===== config.mk =====
export PLATFORM = sky130hd
export DESIGN_NAME = tmc_out_uin_ctrl
export DESIGN_NICKNAME = d
export VERILOG_FILES = /design/src/rtl/_unused_placeholder_none.sv /design/src/rtl/tmc_pkg.sv /design/src/rtl/tmc_out_uin_ctrl.sv /design/src/rtl/tmc_debounce.sv
export SDC_FILE = /design/constraint.sdc
export NUM_CORES = 1
export LEC_CHECK = 0
export BUFFER_PORTS_ARGS = -buffer_cell sky130_fd_sc_hd__buf_2
export CORE_MARGIN = 4
export CORE_UTILIZATION = 45
export CTS_CLUSTER_SIZE = 28
export DETAILED_ROUTE_END_ITERATION = 10
export PLACE_DENSITY = 0.73
export SLEW_MARGIN = 25
export SYNTH_ARGS = -nofsm -noshare
export SYNTH_HDL_FRONTEND = slang
export SYNTH_SLANG_ARGS = --single-unit
export TNS_END_PERCENT = 5

===== constraint.sdc =====
create_clock -name sys_clk -period 4.4 [get_ports sys_clk]
set_input_delay 0.44 -clock sys_clk [delete_from_list [all_inputs] [get_ports sys_clk]]
set_output_delay 0.44 -clock sys_clk [all_outputs]
set_load 0.03 [all_outputs]

===== src/rtl/_unused_placeholder_none.sv =====
`timescale 1ns/10ps
`default_nettype none
`default_nettype wire


===== src/rtl/tmc_pkg.sv =====
package tmc_pkg;
   // ====================
   // register map, byte offsets
   localparam logic [7:0] REG_CTRL = 8'h00; // control fields, tmc_ctrl_t
   localparam logic [7:0] REG_INFN = 8'h04; // four input functions, 4 bits each
   localparam logic [7:0] REG_TIME0 = 8'h08; // output 0 time in steps
   localparam logic [7:0] REG_TIME1 = 8'h0C; // output 1 time in steps
   localparam logic [7:0] REG_CODE = 8'h10; // security code 0..199
   localparam logic [7:0] REG_STAT = 8'h14; // read-only live state

   // ====================
   // sizes
   localparam int NUM_IN = 4; // three pins plus the front key
   localparam int KEY_IDX = 3; // front key position
   localparam int NUM_OUT = 2; // two preset outputs
   localparam int TIME_W = 14; // 9999 steps fit
   localparam int DISP_VALUES_DEF = 4; // secondary display choices
   localparam int DISP_W = 3; // width of the display index

   // ====================
   // timing
   localparam int SYS_CLK_HZ = 100_000_000;
   localparam int STEP_FINE_MS = 10;
   localparam int STEP_FINE_CYC = SYS_CLK_HZ / 1000 * STEP_FINE_MS;
   localparam int STEP_COARSE_MS = 100;
   localparam int FINE_PER_COARSE = STEP_COARSE_MS / STEP_FINE_MS;
   localparam int SCROLL_MS = 2500;
   localparam int SCROLL_STEPS = SCROLL_MS / STEP_FINE_MS;
   localparam int DEBOUNCE_MS = 10;
   localparam int DEBOUNCE_CYC = SYS_CLK_HZ / 1000 * DEBOUNCE_MS;
   localparam int BAUD_A = 1200;
   localparam int BAUD_B = 2400;
   localparam int BAUD_C = 4800;
   localparam int BAUD_D = 9600;
   localparam int BAUD_DIV_W = 20; // holds the slowest divisor

   // ====================
   // security code ranges
   localparam logic [7:0] CODE_PROT_MIN = 8'h01;
   localparam logic [7:0] CODE_PROT_MAX = 8'h63;
   localparam logic [7:0] CODE_PROG_MIN = 8'h64;
   localparam logic [7:0] CODE_PROG_MAX = 8'hC7;

   // ====================
   // enumerations
   typedef enum logic [3:0] {
      FN_NONE, FN_FREEZE, FN_FREEZE_AND_RESET_LVL, FN_FREEZE_AND_RESET_EDGE,
      FN_RST_LVL, FN_RST_EDGE, FN_NEXT_DISP, FN_PROG_DIS, FN_COUNT_DIR,
      FN_PRINT, FN_OUT_RESET
   } tmc_fn_t;
   typedef enum logic [1:0] {PWR_OFF, PWR_ON, PWR_PREV} tmc_pwr_t;
   typedef enum logic [1:0] {BR_1200, BR_2400, BR_4800, BR_9600} tmc_baud_t;
   typedef enum logic [1:0] {PAR_NONE, PAR_ODD, PAR_EVEN} tmc_par_t;
   typedef enum logic [1:0] {ACC_OPEN, ACC_LOCKED, ACC_PROT, ACC_PROG} tmc_access_t;

   // ====================
   // control register layout, lsb last
   typedef struct packed {
      logic [15:0] rsvd;
      logic [1:0] print_selection;
      tmc_par_t parity;
      tmc_baud_t baud;
      logic scroll_en;
      tmc_pwr_t [NUM_OUT-1:0] pwr_up;
      logic [NUM_OUT-1:0] rev_ann;
      logic [NUM_OUT-1:0] rev_out;
      logic output_resolution_select;
   } tmc_ctrl_t;

   // ====================
   // reset values
   localparam logic [31:0] CTRL_RST = 32'h0000CC00; // 9600 none, print both
   localparam logic [15:0] INFN_RST = {4{FN_RST_LVL}};
   localparam logic [TIME_W-1:0] TIME_RST = 14'h000A; // 0.10 s
   localparam logic [7:0] CODE_RST = 8'h00;
endpackage


===== src/rtl/tmc_out_uin_ctrl.sv =====
`timescale 1ns/10ps
`default_nettype none
// Behaviour
// - timed output lasts its time
// - 10 ms or 100 ms steps
// - normal output on at preset
// - reversal inverts output
// - lamp has own reversal
// - power-up off, on or previous (latched modes only)
// - freeze holds display only
// - level freeze-reset holds timer
// - edge freeze-reset pulses reset
// - level reset holds all reset
// - edge reset pulses all reset
// - change-display edge steps display
// - first input selects down
// - print input requests print
// - output reset edge clears once
// - stopped timer restarts after reset
// - down on input one only
// - program disable is level
// - code selects menu access
// - scroll every 2.5 s
// - baud and parity framing
module tmc_out_uin_ctrl #(
   parameter int unsigned STEP_CYC = tmc_pkg::STEP_FINE_CYC, // cycles per 10 ms step
   parameter int unsigned DEB_CYC = tmc_pkg::DEBOUNCE_CYC, // debounce cycles
   parameter int unsigned CLK_HZ = tmc_pkg::SYS_CLK_HZ, // feeds the baud divisors
   parameter int unsigned DISP_VALUES = tmc_pkg::DISP_VALUES_DEF // secondary values
) (
   input wire logic sys_clk,
   input wire logic rst_b,
   input wire logic [7:0] reg_addr,
   input wire logic [31:0] reg_wdata,
   input wire logic reg_wr,
   input wire logic reg_rd,
   output logic [31:0] reg_rdata,
   input wire logic [tmc_pkg::NUM_IN-1:0] user_in_pin,
   input wire logic [tmc_pkg::NUM_OUT-1:0] preset_hit,
   input wire logic [tmc_pkg::NUM_OUT-1:0] timed_out_mode,
   input wire logic [tmc_pkg::NUM_OUT-1:0] latched_out_mode,
   input wire logic [tmc_pkg::NUM_OUT-1:0] prev_out_state,
   input wire logic timer_stopped,
   input wire logic [7:0] code_entry,
   input wire logic code_entry_valid,
   output logic [tmc_pkg::NUM_OUT-1:0] out_relay,
   output logic [tmc_pkg::NUM_OUT-1:0] out_annun,
   output logic timer_reset,
   output logic timer_restart,
   output logic display_freeze,
   output logic count_direction_input,
   output logic [tmc_pkg::DISP_W-1:0] next_display_value,
   output logic print_request,
   output logic [1:0] print_selection,
   output logic prog_disabled,
   output logic code_entry_offered,
   output tmc_pkg::tmc_access_t menu_access,
   output logic baud_tick,
   output logic serial_data_8,
   output logic serial_parity_en,
   output logic serial_parity_odd
);
   import tmc_pkg::*;

   // ====================
   // register file
   logic [31:0] ctrl_q; // control word
   logic [15:0] infn_q; // input functions
   logic [TIME_W-1:0] time_q [NUM_OUT]; // output times in steps
   logic [7:0] code_q; // security code
   logic [31:0] rdata_q; // read answer, one cycle late
   tmc_ctrl_t ctrl; // field view of the control word

   assign ctrl = tmc_ctrl_t'(ctrl_q);

   // address decode
   wire wr_ctrl = reg_wr && (reg_addr == REG_CTRL);
   wire wr_infn = reg_wr && (reg_addr == REG_INFN);
   wire wr_time0 = reg_wr && (reg_addr == REG_TIME0);
   wire wr_time1 = reg_wr && (reg_addr == REG_TIME1);
   wire wr_code = reg_wr && (reg_addr == REG_CODE);

   // live state words
   logic [31:0] stat_word; // status bits
   logic [31:0] rd_mux; // selected read value

   // unmapped addresses read as zero
   always_comb begin
      if (reg_addr == REG_CTRL) begin
         rd_mux = ctrl_q;
      end else if (reg_addr == REG_INFN) begin
         rd_mux = {16'h0, infn_q};
      end else if (reg_addr == REG_TIME0) begin
         rd_mux = {18'h0, time_q[0]};
      end else if (reg_addr == REG_TIME1) begin
         rd_mux = {18'h0, time_q[1]};
      end else if (reg_addr == REG_CODE) begin
         rd_mux = {24'h0, code_q};
      end else if (reg_addr == REG_STAT) begin
         rd_mux = stat_word;
      end else begin
         rd_mux = 32'h0;
      end
   end

   // writes land at the strobe; reads answer a cycle later
   always_ff @(posedge sys_clk or negedge rst_b) begin
      if (!rst_b) begin
         ctrl_q <= CTRL_RST;
         infn_q <= INFN_RST;
         time_q[0] <= TIME_RST;
         time_q[1] <= TIME_RST;
         code_q <= CODE_RST;
         rdata_q <= 32'h0;
      end else begin
         if (wr_ctrl) ctrl_q <= {16'h0, reg_wdata[15:0]};
         if (wr_infn) infn_q <= reg_wdata[15:0];
         if (wr_time0) time_q[0] <= reg_wdata[TIME_W-1:0];
         if (wr_time1) time_q[1] <= reg_wdata[TIME_W-1:0];
         if (wr_code) code_q <= reg_wdata[7:0];
         rdata_q <= reg_rd ? rd_mux : 32'h0;
      end
   end

   assign reg_rdata = rdata_q;

   // ====================
   // 10 ms and 100 ms enables
   logic [31:0] fine_cnt_q; // cycle divider
   logic [3:0] coarse_cnt_q; // fine steps per coarse step
   wire fine_tick = fine_cnt_q == (STEP_CYC - 1);
   wire coarse_tick = fine_tick && (coarse_cnt_q == 4'(FINE_PER_COARSE - 1));
   // one setting for all outputs
   wire step_tick = ctrl.output_resolution_select ? coarse_tick : fine_tick;

   // free-running dividers
   always_ff @(posedge sys_clk or negedge rst_b) begin
      if (!rst_b) begin
         fine_cnt_q <= 32'h0;
         coarse_cnt_q <= 4'h0;
      end else begin
         fine_cnt_q <= fine_tick ? 32'h0 : fine_cnt_q + 1'b1;
         if (coarse_tick) begin
            coarse_cnt_q <= 4'h0;
         end else if (fine_tick) begin
            coarse_cnt_q <= coarse_cnt_q + 1'b1;
         end
      end
   end

   // ====================
   // user inputs: filter, then decode
   logic [NUM_IN-1:0] in_lvl; // debounced levels
   logic [NUM_IN-1:0] in_rise; // debounced activation edges
   tmc_fn_t in_fn_raw [NUM_IN]; // function as written
   tmc_fn_t in_fn [NUM_IN]; // function after position limits
   logic [NUM_IN-1:0] frz_v, hold_v, pulse_v, orst_v, next_v, pdis_v, prn_v;

   for (genvar i = 0; i < NUM_IN; i++) begin : g_in
      // one activation gives exactly one edge
      tmc_debounce #(.CYC(DEB_CYC)) u_deb (
         .sys_clk(sys_clk),
         .rst_b(rst_b),
         .pin_in(user_in_pin[i]),
         .level(in_lvl[i]),
         .rise(in_rise[i])
      );
      assign in_fn_raw[i] = tmc_fn_t'(infn_q[4*i +: 4]);
      // refused placements act as none
      assign in_fn[i] = (((in_fn_raw[i] == FN_COUNT_DIR) && (i != 0)) ||
                         ((in_fn_raw[i] == FN_PROG_DIS) && (i == KEY_IDX))) ?
                        FN_NONE : in_fn_raw[i];
      // display freeze while the input is held
      assign frz_v[i] = in_lvl[i] && ((in_fn[i] == FN_FREEZE) ||
                        (in_fn[i] == FN_FREEZE_AND_RESET_LVL) ||
                        (in_fn[i] == FN_FREEZE_AND_RESET_EDGE));
      // timer held at reset while active
      assign hold_v[i] = in_lvl[i] && ((in_fn[i] == FN_FREEZE_AND_RESET_LVL) ||
                         (in_fn[i] == FN_RST_LVL));
      // one-cycle timer reset at activation
      assign pulse_v[i] = in_rise[i] && ((in_fn[i] == FN_FREEZE_AND_RESET_EDGE) ||
                          (in_fn[i] == FN_RST_EDGE));
      // output clear: level, edge or output reset
      assign orst_v[i] = (in_lvl[i] && (in_fn[i] == FN_RST_LVL)) ||
                         (in_rise[i] && ((in_fn[i] == FN_RST_EDGE) ||
                          (in_fn[i] == FN_OUT_RESET)));
      assign next_v[i] = in_rise[i] && (in_fn[i] == FN_NEXT_DISP);
      assign pdis_v[i] = in_lvl[i] && (in_fn[i] == FN_PROG_DIS);
      assign prn_v[i] = in_lvl[i] && (in_fn[i] == FN_PRINT);
   end

   // several freeze inputs just OR; unsupported setup
   wire freeze_any = |frz_v;
   wire hold_any = |hold_v;
   wire pulse_any = |pulse_v;
   wire out_clear = |orst_v;
   wire down_sel = in_lvl[0] && (in_fn[0] == FN_COUNT_DIR);

   // ====================
   // timer control strobes
   logic hold_any_q; // previous hold level, for release detection
   logic timer_reset_q, timer_restart_q, freeze_q, down_q, print_q, pdis_q;
   // level resets restart on release, edge resets at once
   wire restart_d = timer_stopped && (pulse_any || (hold_any_q && !hold_any));

   // registered control outputs
   always_ff @(posedge sys_clk or negedge rst_b) begin
      if (!rst_b) begin
         hold_any_q <= 1'b0;
         timer_reset_q <= 1'b0;
         timer_restart_q <= 1'b0;
         freeze_q <= 1'b0;
         down_q <= 1'b0;
         print_q <= 1'b0;
         pdis_q <= 1'b0;
      end else begin
         hold_any_q <= hold_any;
         timer_reset_q <= hold_any || pulse_any;
         timer_restart_q <= restart_d;
         freeze_q <= freeze_any;
         down_q <= down_sel;
         print_q <= |prn_v;
         pdis_q <= |pdis_v;
      end
   end

   assign timer_reset = timer_reset_q;
   assign timer_restart = timer_restart_q;
   assign display_freeze = freeze_q;
   assign count_direction_input = down_q;
   assign print_request = print_q;
   assign print_selection = ctrl.print_selection;
   assign prog_disabled = pdis_q;

   // ====================
   // outputs
   logic pwr_init_q; // first cycle after release
   logic [NUM_OUT-1:0] act_q; // logical active state per output

   // power-up state applied once after release
   always_ff @(posedge sys_clk or negedge rst_b) begin
      if (!rst_b) begin
         pwr_init_q <= 1'b1;
      end else begin
         pwr_init_q <= 1'b0;
      end
   end

   for (genvar j = 0; j < NUM_OUT; j++) begin : g_out
      logic [TIME_W-1:0] cnt_q; // remaining steps
      // previous state only counts in latched modes
      wire pwr_on = (ctrl.pwr_up[j] == PWR_ON) ||
                    ((ctrl.pwr_up[j] == PWR_PREV) && latched_out_mode[j] &&
                     prev_out_state[j]);
      wire run = timed_out_mode[j] && act_q[j] && step_tick;

      // reset beats a same-cycle preset
      always_ff @(posedge sys_clk or negedge rst_b) begin
         if (!rst_b) begin
            act_q[j] <= 1'b0;
            cnt_q <= '0;
         end else if (pwr_init_q) begin
            act_q[j] <= pwr_on;
            cnt_q <= time_q[j];
         end else if (out_clear) begin
            act_q[j] <= 1'b0;
         end else if (preset_hit[j]) begin
            act_q[j] <= 1'b1;
            cnt_q <= time_q[j];
         end else if (run) begin
            // last step ends the timed pulse
            if (cnt_q <= TIME_W'(1)) begin
               act_q[j] <= 1'b0;
            end
            cnt_q <= (cnt_q == '0) ? cnt_q : cnt_q - 1'b1;
         end
      end

      // relay and lamp each have a flip
      assign out_relay[j] = act_q[j] ^ ctrl.rev_out[j];
      assign out_annun[j] = out_relay[j] ^ ctrl.rev_ann[j];
   end

   // ====================
   // secondary display sequencing
   logic [DISP_W-1:0] disp_q; // current secondary value index
   logic [8:0] scroll_cnt_q; // fine steps since last advance
   wire scroll_adv = ctrl.scroll_en && fine_tick &&
                     (scroll_cnt_q == 9'(SCROLL_STEPS - 1));
   wire disp_adv = (|next_v) || scroll_adv;
   wire disp_last = disp_q == DISP_W'(DISP_VALUES - 1);

   // a manual step also restarts the scroll period
   always_ff @(posedge sys_clk or negedge rst_b) begin
      if (!rst_b) begin
         disp_q <= '0;
         scroll_cnt_q <= 9'h000;
      end else begin
         if (!ctrl.scroll_en || disp_adv) begin
            scroll_cnt_q <= 9'h000;
         end else if (fine_tick) begin
            scroll_cnt_q <= scroll_cnt_q + 1'b1;
         end
         if (disp_adv) begin
            disp_q <= disp_last ? '0 : disp_q + 1'b1;
         end
      end
   end

   assign next_display_value = disp_q;

   // ====================
   // programming access
   tmc_access_t acc_q; // granted menu level
   wire code_prot = (code_q >= CODE_PROT_MIN) && (code_q <= CODE_PROT_MAX);
   wire code_prog = (code_q >= CODE_PROG_MIN) && (code_q <= CODE_PROG_MAX);
   wire code_ok = code_entry_valid && (code_q != 8'h00) && (code_entry == code_q);

   // a grant lasts until program disable is released
   always_ff @(posedge sys_clk or negedge rst_b) begin
      if (!rst_b) begin
         acc_q <= ACC_OPEN;
      end else if (!pdis_q) begin
         acc_q <= ACC_OPEN;
      end else if (code_ok && code_prog) begin
         acc_q <= ACC_PROG;
      end else if (code_ok && code_prot) begin
         acc_q <= ACC_PROT;
      end else if (acc_q == ACC_OPEN) begin
         acc_q <= ACC_LOCKED;
      end
   end

   assign menu_access = acc_q;
   assign code_entry_offered = pdis_q && (code_q != 8'h00);

   // ====================
   // serial rate and framing
   logic [BAUD_DIV_W-1:0] baud_cnt_q; // bit-time divider
   logic baud_tick_q; // one-cycle bit enable
   logic [BAUD_DIV_W-1:0] baud_div; // selected divisor

   // divisors derive from the clock parameter
   always_comb begin
      case (ctrl.baud)
         BR_1200: baud_div = BAUD_DIV_W'(CLK_HZ / BAUD_A);
         BR_2400: baud_div = BAUD_DIV_W'(CLK_HZ / BAUD_B);
         BR_4800: baud_div = BAUD_DIV_W'(CLK_HZ / BAUD_C);
         default: baud_div = BAUD_DIV_W'(CLK_HZ / BAUD_D);
      endcase
   end

   wire baud_wrap = baud_cnt_q >= (baud_div - 1'b1);

   // a rate change mid-count settles within one bit time
   always_ff @(posedge sys_clk or negedge rst_b) begin
      if (!rst_b) begin
         baud_cnt_q <= '0;
         baud_tick_q <= 1'b0;
      end else begin
         baud_cnt_q <= baud_wrap ? '0 : baud_cnt_q + 1'b1;
         baud_tick_q <= baud_wrap;
      end
   end

   assign baud_tick = baud_tick_q;
   // parity framing uses 7 data bits, none uses 8
   assign serial_data_8 = ctrl.parity == PAR_NONE;
   assign serial_parity_en = ctrl.parity != PAR_NONE;
   assign serial_parity_odd = ctrl.parity == PAR_ODD;

   // ====================
   // status word
   assign stat_word = {18'h0, acc_q, disp_q, pdis_q, print_q, down_q,
                       timer_reset_q, freeze_q, out_annun, out_relay};
endmodule
`default_nettype wire


===== src/rtl/tmc_debounce.sv =====
`timescale 1ns/10ps
`default_nettype none
module tmc_debounce #(
   parameter int unsigned CYC = 4 // stable cycles before a change counts
) (
   input wire logic sys_clk,
   input wire logic rst_b,
   input wire logic pin_in,
   output logic level,
   output logic rise
);
   localparam int CW = $clog2(CYC + 1);

   logic [2:0] sync_q; // three-stage synchroniser
   logic [CW-1:0] cnt_q; // stability counter
   logic level_q; // filtered level
   logic rise_q; // one-cycle activation pulse

   // ====================
   // stages two and three must agree
   wire agree = sync_q[1] == sync_q[2];
   wire moved = agree && (sync_q[2] != level_q);
   wire done = moved && (cnt_q == CW'(CYC - 1));

   // sampling and filter; a bounce restarts the count
   always_ff @(posedge sys_clk or negedge rst_b) begin
      if (!rst_b) begin
         sync_q <= 3'h0;
         cnt_q <= '0;
         level_q <= 1'b0;
         rise_q <= 1'b0;
      end else begin
         sync_q <= {sync_q[1:0], pin_in};
         cnt_q <= (moved && !done) ? cnt_q + 1'b1 : '0;
         rise_q <= done && sync_q[2];
         if (done) begin
            level_q <= sync_q[2];
         end
      end
   end

   assign level = level_q;
   assign rise = rise_q;
endmodule
`default_nettype wire


==> results of run 1 <==
## critical path: stages (launching register included)
cell and delay, ps:
dfrtp_1 480, nor4_1 420, nand4_1 300, nor4_4 800
and3_1 380, a21oi_1 100, a211o_1 230
## per-stage QoR
step	hold WS, ps	std cells
6_report	130	2044
5_1_grt	111	2044
4_1_cts	106	2044
3_5_place_dp	336	1981
3_3_place_gp	338	1981
2_1_floorplan	144	1511
## power by group through the flow
stage	registers [W]	clock network, W	logic [W]
floorplan	0.00288	0	0.000313
global placement	0.00292	0	0.000438
detailed placement	0.00292	0	0.000448
CTS	0.00287	0.00281	0.000454
global route	0.00288	0.00293	0.000506
finish	0.00287	0.00276	0.000451
## cell families (layout without fill, tap and decap cells)
kind of cell    after synthesis  count (layout)  share of synthesized area, %
compound gates              204             204                          9.25
xor+xnor                    140             140                          8.02
fa+ha+maj                    39              39                          3.19
buf+inv                     113             198                          3.46
flops                       293             293                          48.1
mux                          90              90                          6.56
other cells                   2              19                        0.0491
simple gates                613             613                          21.4
## cells in the final DEF, fill, tap and decap left out, drive strengths merged, types with 28 or more instances in the layout
cell type / count
mux2: 72
nor2: 198
dfrtp: 280
xnor2: 66
nand3: 70
ha: 39
nor3: 28
and3: 30
nand4: 34
buf: 96
xor2: 74
nand2: 108
o21ai: 40
a21oi: 39
clkbuf: 43
inv: 41
## state kept, by name, summed over array words and instances (netlist names), 2 cells and up
signal              flops
infn_q                 16
code_q                  8
next_display_value      3
act_q                   2
g_in.u_deb.cnt_q       80
time_q                 28
reg_rdata              16
ctrl                   16
baud_cnt_q             20
g_out.cnt_q            28
menu_access             2
coarse_cnt_q            4
scroll_cnt_q            9
fine_cnt_q             32
g_in.u_deb.level        4
g_in.u_deb.rise         4
g_in.u_deb.sync_q      12
## cell type report
cell class | count | area [um^2] | area share, %
clock buffer | 43 | 881 | 5.12
multi-input combinational | 1105 | 7480 | 43.4
timing repair buffer | 101 | 588 | 3.42
sequential | 293 | 7350 | 42.7
clock inverter | 15 | 210 | 1.22
tap | 448 | 561 | 3.26
inverter | 39 | 146 | 0.851
## what timing repair did
item                                   4_1_cts  5_1_grt
setup buffers                                0        0
hold buffers                                 5        0
endpoints found under the hold margin       66        0
## routing by layer
layer | global-route usage, % | up-vias | wire (um)
met5 | 0 | - | 0
met1 | 26.3 | 5621 | 15700
met2 | 30.2 | 311 | 16100
met3 | 2.70 | 57 | 2030
met4 | 5.62 | 0 | 983
li1 | - | 5404 | -
## worst max path at each step
| stage | to | slack (ps) | depth (start not counted) |
|---|---|---|---|
| 2_1_floorplan | baud_cnt_q[10]$_DFF_PN0_ | 1990 | 10 |
| 3_3_place_gp | ctrl[3]$_DFFE_PN0P_ | 1490 | 7 |
| 3_5_place_dp | time_q[24]$_DFFE_PN0P_ | 1420 | 7 |
| 4_1_cts | g_out[0].cnt_q[10]$_DFFE_PN0P_ | 1610 | 6 |
| 5_1_grt | g_out[0].cnt_q[10]$_DFFE_PN0P_ | 1310 | 6 |
| 6_report | g_out[0].cnt_q[10]$_DFFE_PN0P_ | 1570 | 6 |
==> flow_summary.json, run 1 <==
{
  "status": "completed",
  "num_rows": 67,
  "nets": 1676,
  "fin_util_pct": 51.3,
  "sw_frac_of_total_pct": 23.8,
  "drc": 0,
  "vias": 11400,
  "wire_per_inst_um": 17.1,
  "cts_sinks": 293,
  "die-area_um2": 37000,
  "cts_resized": 0,
  "portBuffers": 87,
  "worstSetupPathType": "register to register",
  "reg2reg_from": "fine_cnt_q[6]$_DFF_PN0_",
  "placed_area_um2": 16100,
  "die_height_um": 192,
  "slew_violations": 0,
  "synth_cell_types": 85,
  "syn_avg_cell_area_um2": 10.2,
  "cts_tree": "built",
  "hold_path.class": "input port to register",
  "async_flop_share_pct": 100,
  "rr_endpoint": "g_out[0].cnt_q[10]$_DFFE_PN0P_",
  "start_util_pct": 45.6,
  "antennaDiodeCount": 0,
  "synth_top_area_share_pct": 45.8,
  "synth_edf_count": 0,
  "rsz0062_at_grt": "no",
  "synth_cells": 1494,
  "worst_slew_pin_slew_ps": 851,
  "min_period_over_period_pct": 64.3,
  "grt_pass1_vias": 11000,
  "p_comb_share_pct": 7.4,
  "vias_per_cell": 5.57,
  "final.setup_skew_ps": 8.31,
  "r2r_slack_ps": 1570,
  "timing.final.crit_period_ps": 2830,
  "grt_pass1_wl_um": 57000,
  "clkPwrFrac_pct": 45.3,
  "synth_area_leaders": "dfrtp_1 (46%), mux2_2 (5.2%), nor2_1 (4.9%), xor2_1 (4.2%), xnor2_1 (3.8%)",
  "cellPowerDensity_nw_per_um2": 353,
  "clk_root_buffer_cell": "clkbuf_16",
  "crit_arrival_ps": 3280,
  "routed_wl_um": 34900,
  "synth-seq-cells": 293,
  "grt_use_total_pct": 18.7,
  "gp_congestion": 0.947,
  "cp-startpoint": "fine_cnt_q[6]$_DFF_PN0_",
  "startpoint_type": "register",
  "p_leak_nw": 7.80,
  "drive_above_1_share_pct": 16.8,
  "drt_iter0_drc": 791,
  "drtAntennaViolNets": 0,
  "synth_area_um2": 15300,
  "overflow": 0,
  "grt_antenna_before_repair": 0,
  "peakVddDrop_mv": 0.248,
  "htree_levels": 1,
  "slew_headroom_pct": 43.1,
  "yosysWarnings": 0,
  "pwr-share-seq_pct": 47.3,
  "postLayoutCellArea_um2": 17200,
  "hold_path_end": "infn_q[14]$_DFFE_PN1P_",
  "max_freq_mhz": 353,
  "firstDrtPassIters": 5,
  "pre_cts_ws_ps": 1420,
  "path_max_fanout": 15,
  "cap_violations": 0,
  "hold_viol": 0,
  "hold_depth": 2,
  "cts_buffer_depth": 3,
  "setup_ws_ps": 1570,
  "io_pins": 120,
  "ys.flop_type": "dfrtp_1",
  "p_int_w": 0.00463,
  "hold_start": "reg_wdata[14]",
  "endpoint_kind": "register",
  "worstPathRequired_ps": 4850,
  "power.total_w": 0.00608,
  "tns_ps": 0,
  "area_growth_pct": 12.6,
  "fp.coreArea_um2": 33500,
  "cts.clk_slew.worst_paths_ps": 60,
  "die_w_um": 192,
  "grt_max_degree": 111,
  "switchingPower_w": 0.00145,
  "fillCellCount": 2940,
  "cts_buffers": 31,
  "synth_commonest_cells": "dfrtp_1 (280), nor2_1 (198), nand2_1 (107)",
  "setup_viol": 0,
  "clk_latency_ps": 560,
  "yosysMostFrequentCell": "dfrtp_1",
  "reg2regPathDepth": 6,
  "ys_seq_area_share_pct": 48.1,
  "synth_top_cell_by_area": "dfrtp_1",
  "dp_hpwl_um": 24800
}
(Power assumes the default switching activity.)
==> inputs of run 2 (changes only) <==
--- a/config.mk
+++ b/config.mk
@@ -5,12 +5,13 @@
 export SDC_FILE = /design/constraint.sdc
 export NUM_CORES = 1
 export LEC_CHECK = 0
+export ABC_AREA = 1
 export BUFFER_PORTS_ARGS = -buffer_cell sky130_fd_sc_hd__buf_2
 export CORE_MARGIN = 4
 export CORE_UTILIZATION = 45
 export CTS_CLUSTER_SIZE = 28
 export DETAILED_ROUTE_END_ITERATION = 10
-export PLACE_DENSITY = 0.73
+export PLACE_DENSITY = 0.72
 export SLEW_MARGIN = 25
 export SYNTH_ARGS = -nofsm -noshare
 export SYNTH_HDL_FRONTEND = slang
==> constraint.sdc (replaced) <==
create_clock -name sys_clk -period 2.9 [get_ports sys_clk]
set_input_delay 0.29 -clock sys_clk [delete_from_list [all_inputs] [get_ports sys_clk]]
set_output_delay 0.29 -clock sys_clk [all_outputs]
set_load 0.03 [all_outputs]
==> flow_summary.json, run 2 <==
{
  "status": "completed",
  "grt_antenna_before_repair": 1,
  "final.setup_skew_ps": 27.5,
  "pwr-share-seq_pct": 44.7,
  "portBuffers": 87,
  "path_max_fanout": 15,
  "drtAntennaViolNets": 0,
  "grt_pass1_wl_um": 67600,
  "ys_seq_area_share_pct": 44.9,
  "clk_root_buffer_cell": "clkbuf_16",
  "largest_reg_flops": 80,
  "regMostFlops": "g_in.u_deb.cnt_q",
  "routed_wl_um": 40600,
  "die_height_um": 199,
  "top_regs": "g_in.u_deb.cnt_q: 80 flops, fine_cnt_q: 32 flops",
  "area_growth_pct": 13.1,
  "worstPathRequired_ps": 3360,
  "grt_use_total_pct": 20.7,
  "drt_iter0_drc": 965,
  "firstDrtPassIters": 6,
  "htree_levels": 2,
  "wire_per_inst_um": 14.9,
  "synth_area_leaders": "dfrtp_1 (43%), nand2_1 (11%), nor2_1 (6.4%), inv_1 (6.2%), o21ai_0 (3.9%)",
  "worst_slew_pin_slew_ps": 982,
  "cts_buffers": 36,
  "hold_path.class": "input port to register",
  "routed.top_layer": "met4",
  "cts_buffer_depth": 3,
  "yosysWarnings": 0,
  "synth_edf_count": 0,
  "endpoint_kind": "register",
  "crit_family": "simple AND/OR/NAND/NOR gates",
  "setup_ws_ps": 385,
  "met2_wirelength_um": 19700,
  "nets": 2346,
  "startpoint_type": "register",
  "final_common_cell": "nand2_1",
  "hold-worst-slack_ps": 43.8,
  "rsz0062_at_grt": "no",
  "mostFrequentLayoutCells": "nand2_1 (488), dfrtp_1 (280), nor2_1 (279)",
  "synth_area_um2": 16300,
  "yosysMostFrequentCell": "nand2_1",
  "grt_pass1_vias": 13900,
  "async_flop_share_pct": 100,
  "num_rows": 69,
  "clk_latency_ps": 530,
  "met3_length_um": 1860,
  "max_stage_delay_ps": 640,
  "cts_sinks": 293,
  "synth-seq-cells": 293,
  "vias": 14300,
  "cap_violations": 0,
  "p_comb_share_pct": 9.6,
  "die_w_um": 199,
  "routedLengthMet1_um": 17600,
  "grt_max_degree": 75,
  "ys.flop_type": "dfrtp_1",
  "peakVddDrop_mv": 0.508,
  "cts_resized": 0,
  "switchingPower_w": 0.00250,
  "slew_violations": 0,
  "slowest_stage": "dfstp_2",
  "timing.final.crit_period_ps": 2520,
  "setup_viol": 0,
  "multi_input_area_um2": 7690,
  "tns_ps": 0,
  "synth_commonest_cells": "nand2_1 (488), dfrtp_1 (280), nor2_1 (279)",
  "pre_cts_ws_ps": 226,
  "cellPowerDensity_nw_per_um2": 527,
  "crit_arrival_ps": 2980,
  "synth_top_area_share_pct": 42.9,
  "cts.clk_slew.worst_paths_ps": 60,
  "cpMostUsedCell": "nor2_1",
  "synth_cells": 2140,
  "fp.coreArea_um2": 35700,
  "clkPwrFrac_pct": 45.7,
  "final-seq-area_um2": 7350,
  "drive_above_1_share_pct": 9.88,
  "die-area_um2": 39400,
  "fin_util_pct": 51.7,
  "start_util_pct": 45.7,
  "overflow": 0,
  "vias_per_cell": 5.25,
  "path_cells": "inv_1 > ha_1 > nor2_1 > ha_1 > a21oi_1 > nor2_1 > nor3_1 > o21ai_0 > nand2_1 > nand4_1 > buf_12 > nor2_1",
  "p_leak_nw": 8.91,
  "dp_hpwl_um": 30000,
  "drc": 0,
  "io_pins": 120,
  "min_period_over_period_pct": 86.7,
  "syn_avg_cell_area_um2": 7.64,
  "fillCellCount": 3381,
  "hold_viol": 0,
  "sw_frac_of_total_pct": 25.7,
  "cts_tree": "built",
  "worstSetupPathType": "register to register",
  "max_freq_mhz": 398,
  "critical_path_buf_inv_count": 2,
  "p_int_w": 0.00724,
  "slew_headroom_pct": 34.4,
  "synth_top_cell_by_area": "dfrtp_1",
  "gp_congestion": 0.956,
  "synth_cell_types": 49
}
run 2: power by group through the flow:
stage	Sequential (W)	Clock (W)	Combinational, W
final	0.00435	0.00446	0.000937
after global routing	0.00437	0.00473	0.00107
after CTS	0.00435	0.00457	0.000940
after detailed placement	0.00442	0	0.000929
after global placement	0.00441	0	0.000908
after floorplan	0.00438	0	0.000658
run 2: through the flow:
stage,power (W),cells,instance area (um^2)
2_1_floorplan,0.00504,2157,16400
3_3_place_gp,0.00532,2657,17200
3_5_place_dp,0.00535,2657,17200
4_1_cts,0.00986,2727,18500
5_1_grt,0.0102,2730,18500
6_report,0.00975,2730,18500
run 2: per-layer routing:
| metal | global-route usage, % | up-vias |
|---|---|---|
| met2 | 35.4 | 327 |
| met5 | 0 | - |
| met4 | 7.93 | 0 |
| met1 | 26.7 | 6770 |
| met3 | 2.74 | 96 |
| li1 | - | 7132 |
run 2: worst paths after layout:
path / start / to / slack, ps / cells after the start
max: ctrl[10]$_DFFE_PN1P_ / baud_cnt_q[5]$_DFF_PN0_ / 380 / 12
min: reg_wdata[14] / ctrl[14]$_DFFE_PN1P_ / 40 / 3
min in group asynchronous: rst_b / g_in[0].u_deb.cnt_q[2]$_DFF_PN0_ / 320 / 2
min reg2reg: g_in[1].u_deb.sync_q[0]$_DFF_PN0_ / g_in[1].u_deb.sync_q[1]$_DFF_PN0_ / 370 / 0
max in group asynchronous: rst_b / time_q[1]$_DFFE_PN1P_ / 1710 / 3
max reg2reg: ctrl[10]$_DFFE_PN1P_ / baud_cnt_q[5]$_DFF_PN0_ / 380 / 12
run 2: worst register-to-register path, delay by kind of cell, from the launching register on:
family	cells	cell delay, ps
DFF	1	640
and+or+nand+nor	6	670
adders and majority gates	2	500
AOI/OAI and AO/OA	2	240
buffers and inverters	2	380
run 2: cell type report:
cell class	instances	area share [%]
Sequential cell	293	39.7
Clock buffer	54	5.79
Inverter	275	5.58
Antenna cell	1	0.0135
Multi-Input combinational cell	1528	41.6
Clock inverter	11	0.629
Timing Repair Buffer	107	3.56
Tap cell	461	3.12
run 2: what timing repair did:
action	4_1_cts	5_1_grt
hold buffers	5	0
endpoints found under the hold margin	72	0
setup buffers	0	2
endpoints found under the setup margin	0	14
run 2: kinds of logic after synthesis:
logic type / after synthesis / share of synthesized area, %
buffers and inverters: 336 / 8.43
multiplexers: 1 / 0.0612
AO/OA/AOI/OAI: 257 / 8.65
other: 2 / 0.0459
adder cells (fa/ha/maj): 39 / 2.98
XOR/XNOR: 78 / 4.18
AND/OR/NAND/NOR: 1134 / 30.7
flip-flops: 293 / 44.9
